**config.mk**
```make
export PLATFORM = sky130hd
export DESIGN_NAME = capture_compare_unit
export DESIGN_NICKNAME = d
export VERILOG_FILES = /design/src/capture_compare_unit.v
export VERILOG_INCLUDE_DIRS = /design/src /design/src/src
export SDC_FILE = /design/constraint.sdc
export NUM_CORES = 1
export LEC_CHECK = 0
export ABC_AREA = 1
export ABC_CLOCK_PERIOD_IN_PS = 1600
export BUFFER_PORTS_ARGS = -buffer_cell sky130_fd_sc_hd__buf_4
export CAP_MARGIN = 20
export CORE_MARGIN = 2
export CORE_UTILIZATION = 36
export CTS_CLUSTER_DIAMETER = 100
export DETAILED_ROUTE_END_ITERATION = 7
export SLEW_MARGIN = 10
export SYNTH_ARGS = -nofsm -noshare
export SYNTH_HDL_FRONTEND = slang
export SYNTH_SLANG_ARGS = --single-unit
```
**constraint.sdc**
```tcl
create_clock -name clk_sys -period 1.6 [get_ports clk_sys]
set_clock_uncertainty 0.2 [all_clocks]
set_input_delay 0 -clock clk_sys [delete_from_list [all_inputs] [get_ports clk_sys]]
set_output_delay 0 -clock clk_sys [all_outputs]
set_load 0.01 [all_outputs]
```
**src/capture_compare_defs.vh**
```
// Purpose: Constants for the capture/compare unit
// Assumes: Avalon-MM word addressing, 32-bit data, 8-bit registers in low bits
// Notes:   Definitions only
`ifndef CAPTURE_COMPARE_DEFS_VH
`define CAPTURE_COMPARE_DEFS_VH

// Register indices (byte address is four times the index)
`define CC_IDX_FLAGS      8'h0c
`define CC_IDX_ENABLE     8'h8c
`define CC_IDX_VALUE_LOW  8'h15
`define CC_IDX_VALUE_HIGH 8'h16
`define CC_IDX_CONTROL    8'h17
`define CC_IDX_STATUS     8'h18

// Control register layout
`define CC_CTRL_MASK      8'h3f
`define CC_CTRL_RESET     8'h00
`define CC_MODE_MSB       3
`define CC_MODE_LSB       0
`define CC_DUTY_MSB       5
`define CC_DUTY_LSB       4

// Flag and enable bit position
`define CC_FLAG_BIT       2

// Mode codes
`define CC_MODE_OFF       4'h0
`define CC_MODE_CAP_FALL  4'h4
`define CC_MODE_CAP_RISE  4'h5
`define CC_MODE_CAP_4     4'h6
`define CC_MODE_CAP_16    4'h7
`define CC_MODE_CMP_SET   4'h8
`define CC_MODE_CMP_CLR   4'h9
`define CC_MODE_CMP_SOFT  4'ha
`define CC_MODE_CMP_TRIG  4'hb

// Prescaler terminal counts
`define CC_PRE_4_LAST     4'h3
`define CC_PRE_16_LAST    4'hf
`define CC_PRE_STEP       4'h1
`define CC_PRE_CLEAR      4'h0

// Mode classes, taken from the two top bits of the mode field
`define CC_CLASS_CAPTURE  2'b01
`define CC_CLASS_COMPARE  2'b10
`define CC_CLASS_PWM      2'b11

`endif

```
**src/capture_compare_unit.v**
```verilog
// Purpose: Capture/compare unit with 16-bit stored value and mode-control register
// Assumes: First timer count arrives synchronous to clk_sys; pin level is asynchronous
// Notes:   PWM datapath lives elsewhere; this unit only exports the mode and duty bits
`default_nettype none
`include "capture_compare_defs.vh"

module capture_compare_unit (
  input  wire        clk_sys,              // System clock, 50 MHz
  input  wire        resetn,               // Synchronous reset, active low
  input  wire [7:0]  avs_address,          // Register index
  input  wire        avs_read,             // Read request
  input  wire        avs_write,            // Write request
  input  wire [31:0] avs_writedata,        // Write data
  input  wire [3:0]  avs_byteenable,       // Byte lanes
  output reg  [31:0] avs_readdata,         // Read data
  output wire        avs_waitrequest,      // Stall until answer ready
  output reg         avs_response_err,     // Unmapped access marker, with answer
  input  wire        unit_pin_in,          // Pad level of the unit pin
  output wire        unit_pin_out,         // Compare output latch
  output wire        unit_pin_oe_n,        // Low while compare mode drives pin
  input  wire [15:0] first_timer_count,    // First timer count
  input  wire        first_timer_tick,     // Count updated this cycle
  output reg         special_trigger,      // Clears first timer, starts conversion
  output wire [3:0]  unit_mode_select,     // Mode field for PWM logic
  output wire [1:0]  duty_low_bits,        // PWM duty two low bits
  output wire        pwm_mode_active,      // PWM logic uses second timer
  output wire        unit_event_flag,      // Sticky event flag
  output wire        unit_event_enable     // Software enable for that flag
);

  reg  [7:0]  control_q;
  reg  [7:0]  value_low_q;
  reg  [7:0]  value_high_q;
  reg         flag_q;
  reg         enable_q;
  reg         out_latch_q;
  reg  [3:0]  prescale_q;
  reg         pin_meta_q;
  reg         pin_sync_q;
  reg         pin_prev_q;
  reg         ack_q;
  reg         matched_q;

  // Theory of operation
  //
  // The unit holds one 16-bit value, split into a low and a high byte,
  // and one mode-control byte. The top two bits of the mode-control byte
  // are not stored at all, so they can never read back as anything but
  // zero. The next two bits are only carried to the PWM logic, which
  // lives outside this block; capture and compare ignore them.
  //
  // The low nibble selects the mode. Zero switches everything off: the
  // prescaler is cleared and the compare output latch returns to low.
  // The flag and the stored value are left alone, since software owns
  // them and a mode change must not lose a captured count.
  //
  // Capture modes watch the pad through a two-stage synchroniser and a
  // third history flop. An edge is seen two to three cycles after the
  // pad moves. The pad is watched whatever its direction, so software
  // that drives the pin itself can cause a capture; that is wanted.
  //
  // The prescaler counts rising edges in every capture mode, including
  // the falling-edge mode, where the count is simply unused. It is
  // cleared only outside capture modes. A direct switch between two
  // capture codes therefore keeps the count, and the first capture
  // after such a switch may come early. Software that cares writes
  // zero first and then the new code.
  //
  // Compare modes look at the timer count only when the timer reports
  // an update. Matching on every cycle would let one count that stays
  // put for many cycles raise the flag again and again; checking on
  // the update makes one match per count.
  //
  // Every match or capture raises the sticky flag. A software clear in
  // the same cycle as a hardware set loses, so no event is ever missed.
  // The cost is that software may see the flag still set after clearing
  // it, and must read it back if it needs to know.
  //
  // The register bus inserts exactly one wait state. The request is
  // taken in the first cycle, where read data is registered. In the
  // second cycle waitrequest drops, and a write takes effect at that
  // edge only. Read data is thus a flop output, never a mux of live
  // state, which keeps the bus timing path short.
  //
  // Unmapped indices answer with the error marker and no side effect.
  // The status index is read-only, so a write there counts as unmapped.
  //
  // Limitation: the timer must count on this same clock. A timer that
  // counts on another clock would need its own synchroniser, which this
  // unit does not provide.

  // Register strobes; a write lands only at the edge where waitrequest is low
  wire        sel_flags;
  wire        sel_enable;
  wire        sel_low;
  wire        sel_high;
  wire        sel_control;
  wire        sel_status;
  wire        sel_known;
  wire        wr_land;
  wire [3:0]  mode        = control_q[`CC_MODE_MSB:`CC_MODE_LSB];
  wire        is_capture  = (mode[3:2] == `CC_CLASS_CAPTURE);
  wire        is_compare  = (mode[3:2] == `CC_CLASS_COMPARE);
  wire        rise        = pin_sync_q & ~pin_prev_q;
  wire        fall        = ~pin_sync_q & pin_prev_q;
  wire        wr_go       = avs_write & ~ack_q;
  wire        rd_go       = avs_read & ~ack_q;
  wire        wr_lane0    = wr_land & avs_byteenable[0];
  wire [7:0]  wbyte       = avs_writedata[7:0];
  wire [15:0] stored_value = {value_high_q, value_low_q};
  reg         cap_event;
  wire        match       = is_compare & first_timer_tick & (first_timer_count == stored_value);

  // Address decode shared by the write strobes and the write error marker; the read mux cases on avs_address itself
  assign sel_flags   = (avs_address == `CC_IDX_FLAGS);
  assign sel_enable  = (avs_address == `CC_IDX_ENABLE);
  assign sel_low     = (avs_address == `CC_IDX_VALUE_LOW);
  assign sel_high    = (avs_address == `CC_IDX_VALUE_HIGH);
  assign sel_control = (avs_address == `CC_IDX_CONTROL);
  assign sel_status  = (avs_address == `CC_IDX_STATUS);
  assign sel_known   = sel_flags | sel_enable | sel_low | sel_high | sel_control;

  // Write lands in the answer cycle, when the master sees waitrequest low
  assign wr_land = avs_write & ack_q;

  // One wait cycle then answer; keeps readdata a flop
  assign avs_waitrequest = (avs_read | avs_write) & ~ack_q;

  assign unit_mode_select  = mode;
  assign duty_low_bits     = control_q[`CC_DUTY_MSB:`CC_DUTY_LSB];
  assign pwm_mode_active   = (mode[3:2] == `CC_CLASS_PWM);
  assign unit_event_flag   = flag_q;
  assign unit_event_enable = enable_q;
  assign unit_pin_out      = out_latch_q;
  assign unit_pin_oe_n     = ~is_compare;

  // Pin synchroniser and edge history; pad is watched in any direction
  always @(posedge clk_sys) begin
    if (!resetn) begin
      pin_meta_q <= 1'b0;
      pin_sync_q <= 1'b0;
      pin_prev_q <= 1'b0;
    end else begin
      pin_meta_q <= unit_pin_in;
      pin_sync_q <= pin_meta_q;
      pin_prev_q <= pin_sync_q;
    end
  end

  // Capture event selection, including the rising-edge prescaler terminal count
  always @* begin
    case (mode)
      `CC_MODE_CAP_FALL: cap_event = fall;
      `CC_MODE_CAP_RISE: cap_event = rise;
      `CC_MODE_CAP_4:    cap_event = rise & (prescale_q[1:0] == `CC_PRE_4_LAST);
      `CC_MODE_CAP_16:   cap_event = rise & (prescale_q == `CC_PRE_16_LAST);
      default:           cap_event = 1'b0;
    endcase
  end

  // Prescaler: counts rising edges only while in a capture mode.
  // Switching between capture codes leaves the count alone, so the
  // first capture after such a switch may come early.
  always @(posedge clk_sys) begin
    if (!resetn) begin
      prescale_q <= `CC_PRE_CLEAR;
    end else if (!is_capture) begin
      prescale_q <= `CC_PRE_CLEAR;
    end else if (rise) begin
      prescale_q <= prescale_q + `CC_PRE_STEP;
    end
  end

  // Control register; top bits never stored
  always @(posedge clk_sys) begin
    if (!resetn) begin
      control_q <= `CC_CTRL_RESET;
    end else if (wr_lane0 && sel_control) begin
      control_q <= wbyte & `CC_CTRL_MASK;
    end
  end

  // Stored value: software writes, capture overwrites with no overrun record
  always @(posedge clk_sys) begin
    if (!resetn) begin
      value_low_q  <= 8'h00;
      value_high_q <= 8'h00;
    end else if (cap_event) begin
      value_low_q  <= first_timer_count[7:0];
      value_high_q <= first_timer_count[15:8];
    end else begin
      // Bytes are independent; no latching of one half on access to the other
      if (wr_lane0 && sel_low)
        value_low_q <= wbyte;
      if (wr_lane0 && sel_high)
        value_high_q <= wbyte;
    end
  end

  // Event flag: hardware set wins over a software clear in the same cycle.
  // A mode change may raise it spuriously; software clears it afterwards.
  always @(posedge clk_sys) begin
    if (!resetn) begin
      flag_q   <= 1'b0;
      enable_q <= 1'b0;
    end else begin
      if (cap_event || match)
        flag_q <= 1'b1;
      else if (wr_lane0 && sel_flags)
        flag_q <= wbyte[`CC_FLAG_BIT];
      // Enable only gates a downstream interrupt; it never masks the flag itself
      if (wr_lane0 && sel_enable)
        enable_q <= wbyte[`CC_FLAG_BIT];
    end
  end

  // Compare output latch and special event trigger
  always @(posedge clk_sys) begin
    if (!resetn) begin
      out_latch_q     <= 1'b0;
      special_trigger <= 1'b0;
      matched_q       <= 1'b0;
    end else begin
      special_trigger <= match && (mode == `CC_MODE_CMP_TRIG);
      matched_q       <= match;
      if (mode == `CC_MODE_OFF)
        out_latch_q <= 1'b0;
      else if (match && mode == `CC_MODE_CMP_SET)
        out_latch_q <= 1'b1;
      else if (match && mode == `CC_MODE_CMP_CLR)
        out_latch_q <= 1'b0;
    end
  end

  // Bus answer: one wait cycle, then read data with the waitrequest drop
  always @(posedge clk_sys) begin
    if (!resetn) begin
      ack_q            <= 1'b0;
      avs_readdata     <= 32'h0000_0000;
      avs_response_err <= 1'b0;
    end else begin
      ack_q            <= rd_go | wr_go;
      avs_response_err <= 1'b0;
      if (rd_go) begin
        case (avs_address)
          `CC_IDX_FLAGS:      avs_readdata <= {29'h0, flag_q, 2'b00};
          `CC_IDX_ENABLE:     avs_readdata <= {29'h0, enable_q, 2'b00};
          `CC_IDX_VALUE_LOW:  avs_readdata <= {24'h0, value_low_q};
          `CC_IDX_VALUE_HIGH: avs_readdata <= {24'h0, value_high_q};
          `CC_IDX_CONTROL:    avs_readdata <= {24'h0, control_q & `CC_CTRL_MASK};
          `CC_IDX_STATUS:     avs_readdata <= {26'h0, matched_q, out_latch_q, prescale_q};
          default: begin
            avs_readdata     <= 32'h0000_0000;
            avs_response_err <= 1'b1;
          end
        endcase
      end else if (wr_go) begin
        // Status is read-only, so a write there is reported like an unmapped one
        avs_response_err <= ~sel_known;
      end
    end
  end

endmodule // capture_compare_unit
`default_nettype wire

```
# [Yosys cells after proc, flatten, opt, wreduce, memory -nomap -nowiden]
# Index checks and enable logic that the tools add are counted.
# Widths: inputs -> output; s select.
[word_totals] output_inout_bits=46 register_bits=68 wordCells=88 input_bits=66
[classes] n_mux=13 bitwise_logic=23 n_reduce_logical=17 addsub=1 eq_ne=19
[op_table] op="$pmux 8 s6" count=1
[op_table] op="$eq 8x5->1 const B" count=4
[op_table] op="$mux 8" count=4
[op_table] op="$eq 16x16->1" count=1
[op_table] op="$eq 4x3->1 const B" count=4
[op_table] op="$eq 4x4->1 const B" count=4
[op_table] op="$and 1x1->1" count=11
[op_table] op="$eq 8x4->1 const B" count=1
[op_table] op="$eq 8x8->1 const B" count=1
[op_table] op="$logic_and 1x1->1" count=8
[op_table] op="$reduce_bool 2->1" count=4
[op_table] op="$mux 1" count=7
[op_table] op="$eq 2x2->1 const B" count=3
[op_table] op="$not 1->1" count=6
[op_table] op="$or 1x1->1" count=6
[op_table] op="$reduce_or 6->1" count=1
[op_table] op="$add 4x1->4 const B" count=1
[op_table] op="$logic_not 4->1" count=1
[op_table] op="$pmux 1 s4" count=1
[op_table] op="$eq 2x1->1 const B" count=1
[op_table] op="$reduce_and 2->1" count=1
[op_table] op="$reduce_or 2->1" count=1
[op_table] op="$logic_or 1x1->1" count=1

# [Longest topological paths before layout]
[logic_depth] word_depth=8 depth_mapped=11 depth_no_buf=10

# [Worst setup path after synthesis]
# OpenSTA, ideal clock, no wires.
[synth_timing] path_type="register to register" start="register control_q[2]" end="register value_low_q[4]" t_arrival_ns=1.229 path_stages_with_launch=10 path_slack_ns=0.061 setup_time_ns=0.110 n_path_buf=1 cell_sequence="dfxtp_1 > inv_2 > nor2_1 > a21boi_2 > nand2_2 > buf_2 > nand3_1 > nand3_1 > nand2_1 > inv_1"
[synth_between] elab_chain_len=3
[synth_lines] item="start: declaration" line_no="capture_compare_unit.v:31" rtl="reg [7:0] control_q;"
[synth_lines] item="start signal: assignment" line_no="capture_compare_unit.v:177" rtl="control_q <= `CC_CTRL_RESET;"
[synth_lines] item="start signal: assignment" line_no="capture_compare_unit.v:179" rtl="control_q <= wbyte & `CC_CTRL_MASK;"
[synth_lines] item="$eq 4x3->1" line_no="capture_compare_unit.v:152" rtl="case (mode)"
[synth_lines] item="$pmux 1 s4 (*)" line_no="capture_compare_unit.v:152"
[synth_lines] item="$mux 8 or $reduce_bool 2->1 (tied branches)"
[synth_lines] item="end signal: assignment" line_no="capture_compare_unit.v:189" rtl="value_low_q <= first_timer_count[7:0];"
[synth_lines] item="end signal: assignment" line_no="capture_compare_unit.v:194" rtl="value_low_q <= wbyte;"
[synth_lines] item="end: declaration" line_no="capture_compare_unit.v:32" rtl="reg [7:0] value_low_q;"
# Every way passes the cells marked *; elsewhere a longest branch is shown, timed or not.
# A chain may end at the register's enable or synchronous reset.

# [Final worst setup path]
[layout_timing] start="register prescale_q[1]" end="register value_high_q[4]"
[layout_between] elab_chain_len=4
[layout_lines] item="start: declaration" line_no="capture_compare_unit.v:37" rtl="reg [3:0] prescale_q;"
[layout_lines] item="start signal: assignment" line_no="capture_compare_unit.v:166" rtl="prescale_q <= `CC_PRE_CLEAR;"
[layout_lines] item="start signal: assignment" line_no="capture_compare_unit.v:168" rtl="prescale_q <= `CC_PRE_CLEAR;"
[layout_lines] item="start signal: assignment" line_no="capture_compare_unit.v:170" rtl="prescale_q <= prescale_q + `CC_PRE_STEP;"
[layout_lines] item="$eq 4x4->1 (no source line) or $eq 2x2->1 (tied branches)"
[layout_lines] item="$and 1x1->1, on equally long branches" line_no="capture_compare_unit.v:156, capture_compare_unit.v:155"
[layout_lines] item="$pmux 1 s4 (*)" line_no="capture_compare_unit.v:152"
[layout_lines] item="$mux 8 or $reduce_bool 2->1 (tied branches)"
[layout_lines] item="end signal: assignment" line_no="capture_compare_unit.v:190" rtl="value_high_q <= first_timer_count[15:8];"
[layout_lines] item="end signal: assignment" line_no="capture_compare_unit.v:196" rtl="value_high_q <= wbyte;"
[layout_lines] item="end: declaration" line_no="capture_compare_unit.v:33" rtl="reg [7:0] value_high_q;"
# Marked as above.

==> impl_metrics.yaml <==
status:
  run_status: "complete, but fails checks"
  failed_checks: "hold timing"
floorplanning:
  fp.dieH_um: 91.9
  ios: 112
  core.rowCount: 32
  start_util_pct: 36.6
  chipWidth_um: 91.9
  core_area_mm2: 0.00761
  die_area_mm2: 0.00845
critical_path:
  critical_path_buf_inv_count: 2
  cp-end-kind: "register"
  cpLargestDelayFamily: "flip-flops"
  worstPathRequired_ns: 1.61
  critical_path_maximum_fanout: 16
  cp_max_delay_cell: "sky130_fd_sc_hd__dfxtp_2"
  worstRegToRegCells: 9
  rrSetupSlack_ns: 0.03
  reg2reg_to: "value_high_q[4]"
  crit_path_frequent_cell: "sky130_fd_sc_hd__nand3_1"
  stages_on_worst_setup_path: 9
  crit_chain: "ha_4 > o21ai_1 > o21ai_2 > nand2_4 > buf_8 > nand3_1 > nand3_1 > nand2_1 > inv_1"
  setup.worst_path.class: "reg -> reg"
  critical_path.endpoint: "value_high_q[4]"
  start_kind: "register"
  cp_slowest_stage_delay_ns: 0.37
  timing.rr.start: "prescale_q[1]"
  critPathLaunch: "prescale_q[1]"
  critPathArrivalTime_ns: 1.58
drt:
  viasPerCell: 4.81
  routed_wirelength_mm: 8.62
  drt_first_iter_violations: 228
  detailedRoute.firstPassIterationCount: 5
  post-route-drc-count: 0
  detail_route.wl_per_cell_um: 13.0
  drt.antenna.violating_nets: 0
  num_vias: 3178
hold_path:
  min_path_type: "in -> reg"
logic_synthesis:
  yosys.area_share.simple_pct: 35.9
  synthesis.area_per_instance_um2: 6.43
  register_bit_total_from_synthesis: 44
  yosys.cell_count.top_type: "sky130_fd_sc_hd__nand2_1"
  synthesis_warnings: 0
  synth.lib_cells_used.distinct: 36
  synth_top_cells_by_area: "sky130_fd_sc_hd__dfxtp_1 (32%), sky130_fd_sc_hd__nand2_1 (12%), sky130_fd_sc_hd__nand3_1 (12%)"
  yosys.area.top_type_share_pct: 31.7
  netlist_area_mm2: 0.00278
  post-synth-top-area-cell: "sky130_fd_sc_hd__dfxtp_1"
  synthMuxAreaShare_pct: 0
  synthesized_area_fraction_occupied_by_adder_cells_pct: 0.450
  ys_async_sr_fraction_pct: 0
  synth_ff_type: "sky130_fd_sc_hd__dfxtp_1"
  largest_family_of_logic_cells_by_synthesized_area: "simple AND/OR/NAND/NOR gates"
  yosys-top-cells-count: "sky130_fd_sc_hd__nand2_1 (90), sky130_fd_sc_hd__inv_1 (64), sky130_fd_sc_hd__nand3_1 (64), sky130_fd_sc_hd__dfxtp_1 (44), sky130_fd_sc_hd__nor2_1 (35)"
  synth_xor_xnor_area_share_pct: 1.89
  synth_compound_gate_area_share_pct: 11.2
  synth_cells: 433
  synth_enable_flop_cells: 0
  sequential_area_share_after_synthesis_pct: 31.7
timing:
  rsz0062_at_grt: "yes"
  fin_crit_sh_pct: 98.3
  finalCriticalPeriod_ns: 1.57
  maxClockFrequency_mhz: 636
  holdWs_ns: -0.140
  final-max-slew-violation-count: 0
  report.final.hold_viol_count: 22
  setup_viol: 0
clock_network:
  cts-buffers-inserted: 5
  cts_root_buf: "sky130_fd_sc_hd__clkbuf_8"
  clk-insertion-delay-late_ns: 0.30
  clock_tree_from_tritoncts: "built"
  clock_path_buffers: 2
  cts-htree-levels: 2
  cts_num_sinks: 44
  cts.hold.buffers_added: 39
  path_clk_slew_ns: 0.09
grt:
  vias_in_the_first_global_route: 2827
  grt_max_degree: 25
  grt_first_pass_wirelength_mm: 13.5
  grt_antenna_before_repair: 0
  grt-ovfl-total: 0
  gr-usage-all-layers_pct: 20.1
placed_design:
  placed_area_mm2: 0.00340
  place_hpwl_mm: 6.20
  globalplace.congestion: 0.875
  inst_count_dp: 605
  buffer_ports.inserted: 60
pwr:
  total_power_uw: 2450
  leakage_uw: 0.00198
  p_per_area_mw_per_mm2: 599
  power.ir.vdd_worst_v: 0.000403
flow_run:
  max_cap_viol_count: 0
layout:
  non_filler_cells_in_the_finished_layout: 661
  drive_gt1_share_pct: 25.9
  final_area_mm2: 0.00408
  insertedDiodeCount: 0
  final_nets: 625
  layout.filler_cells: 724
  area_added_between_synthesis_and_finish_pct: 46.7
-- through the flow --
| stage | setup TNS, ns | util [%] | setup slack [ns] | hold WS (ns) |
|---|---|---|---|---|
| final | 0 | 53.7 | 0.0276 | -0.140 |
| after global routing | -0.384 | 53.7 | -0.0412 | -0.133 |
| after CTS | 0 | 52.1 | 0.00414 | -0.149 |
| after detailed placement | -0.138 | 44.7 | -0.0293 | -0.00783 |
| after floorplan | 0 | - | 0.0606 | -0.102 |
| after global placement | -0.216 | 44.7 | -0.0314 | -0.0145 |
-- report_power, final --
part	internal, uW	switching, uW	leakage, uW	total [uW]
Clock	511	412	0.0000614	923
Sequential	1120	9.90	0.000360	1130
Combinational	198	200	0.00156	398
Total	1820	622	0.00198	2450
-- metal layers --
layer  track usage (%)  vias to the layer above  share of wire (%)
li1                  -                     1576                  -
met1              26.1                     1469                 43
met2              33.7                      120                 48
met3              3.37                       13                6.3
met4              7.46                        0                2.1
met5                 0                        -                  0
-- how the worst min path moves through the flow --
| stage | startpoint | end | slack (ns) | cells past startpoint |
|---|---|---|---|---|
| 6_report | resetn | value_high_q[0] | -0.14 | 3 |
| 5_1_grt | resetn | value_high_q[5] | -0.13 | 3 |
| 4_1_cts | resetn | value_low_q[4] | -0.15 | 3 |
| 3_5_place_dp | unit_pin_in | pin_meta_q | -0.008 | 3 |
| 3_3_place_gp | unit_pin_in | pin_meta_q | -0.01 | 3 |
| 2_1_floorplan | unit_pin_in | pin_meta_q | -0.10 | 2 |
-- worst register-to-register path, stage by stage (launching register included) --
cell and delay [ns]:
sky130_fd_sc_hd__dfxtp_2 0.37, sky130_fd_sc_hd__ha_4 0.15, sky130_fd_sc_hd__o21ai_1 0.06, sky130_fd_sc_hd__o21ai_2 0.16, sky130_fd_sc_hd__nand2_4 0.11, sky130_fd_sc_hd__buf_8 0.16, sky130_fd_sc_hd__nand3_1 0.08, sky130_fd_sc_hd__nand3_1 0.07
sky130_fd_sc_hd__nand2_1 0.07, sky130_fd_sc_hd__inv_1 0.04
-- repair_timing --
action / in CTS / in global routing
buffers inserted: 0 / 9
endpoints found under the setup margin: 17 / 25
pin swaps: 3 / 5
gates resized for setup: 14 / 19
endpoints found under the hold margin: 41 / 21
-- registers in the layout, indices dropped and copies added, names as in the netlist, 4 cells and up --
| signal | count |
|---|---|
| value_low_q | 8 |
| control_q | 6 |
| avs_readdata | 8 |
| prescale_q | 4 |
| value_high_q | 8 |
-- cells by family after synthesis --
logic type | after synthesis
AND/OR/NAND/NOR | 214
buffers and inverters | 110
AO/OA/AOI/OAI | 57
flip-flops | 44
XOR/XNOR | 6
adder cells (fa/ha/maj) | 1
other | 1
-- placed cells by master (no fill, tap or decap), drive strengths merged, types with 5 or more instances in the layout --
master / count
conb: 24
a21oi: 19
clkbuf: 7
nand4: 5
o22ai: 7
nor2: 40
inv: 75
nor3: 6
dfxtp: 44
o21ai: 28
dlygate4sd3: 38
nand2: 93
xnor2: 6
nand3: 66
buf: 90
-- layout make-up --
| cell class | count | area [um^2] | area share (%) |
|---|---|---|---|
| flip-flops and latches | 44 | 890 | 21.8 |
| repair buffers | 130 | 1120 | 27.4 |
| well taps | 102 | 128 | 3.13 |
| clock inverters | 2 | 38.8 | 0.950 |
| clock buffers | 6 | 82.6 | 2.02 |
| multi-input cells | 302 | 1540 | 37.6 |
| inverters | 75 | 289 | 7.08 |
Note: power is estimated with default switching activity, not from simulation.
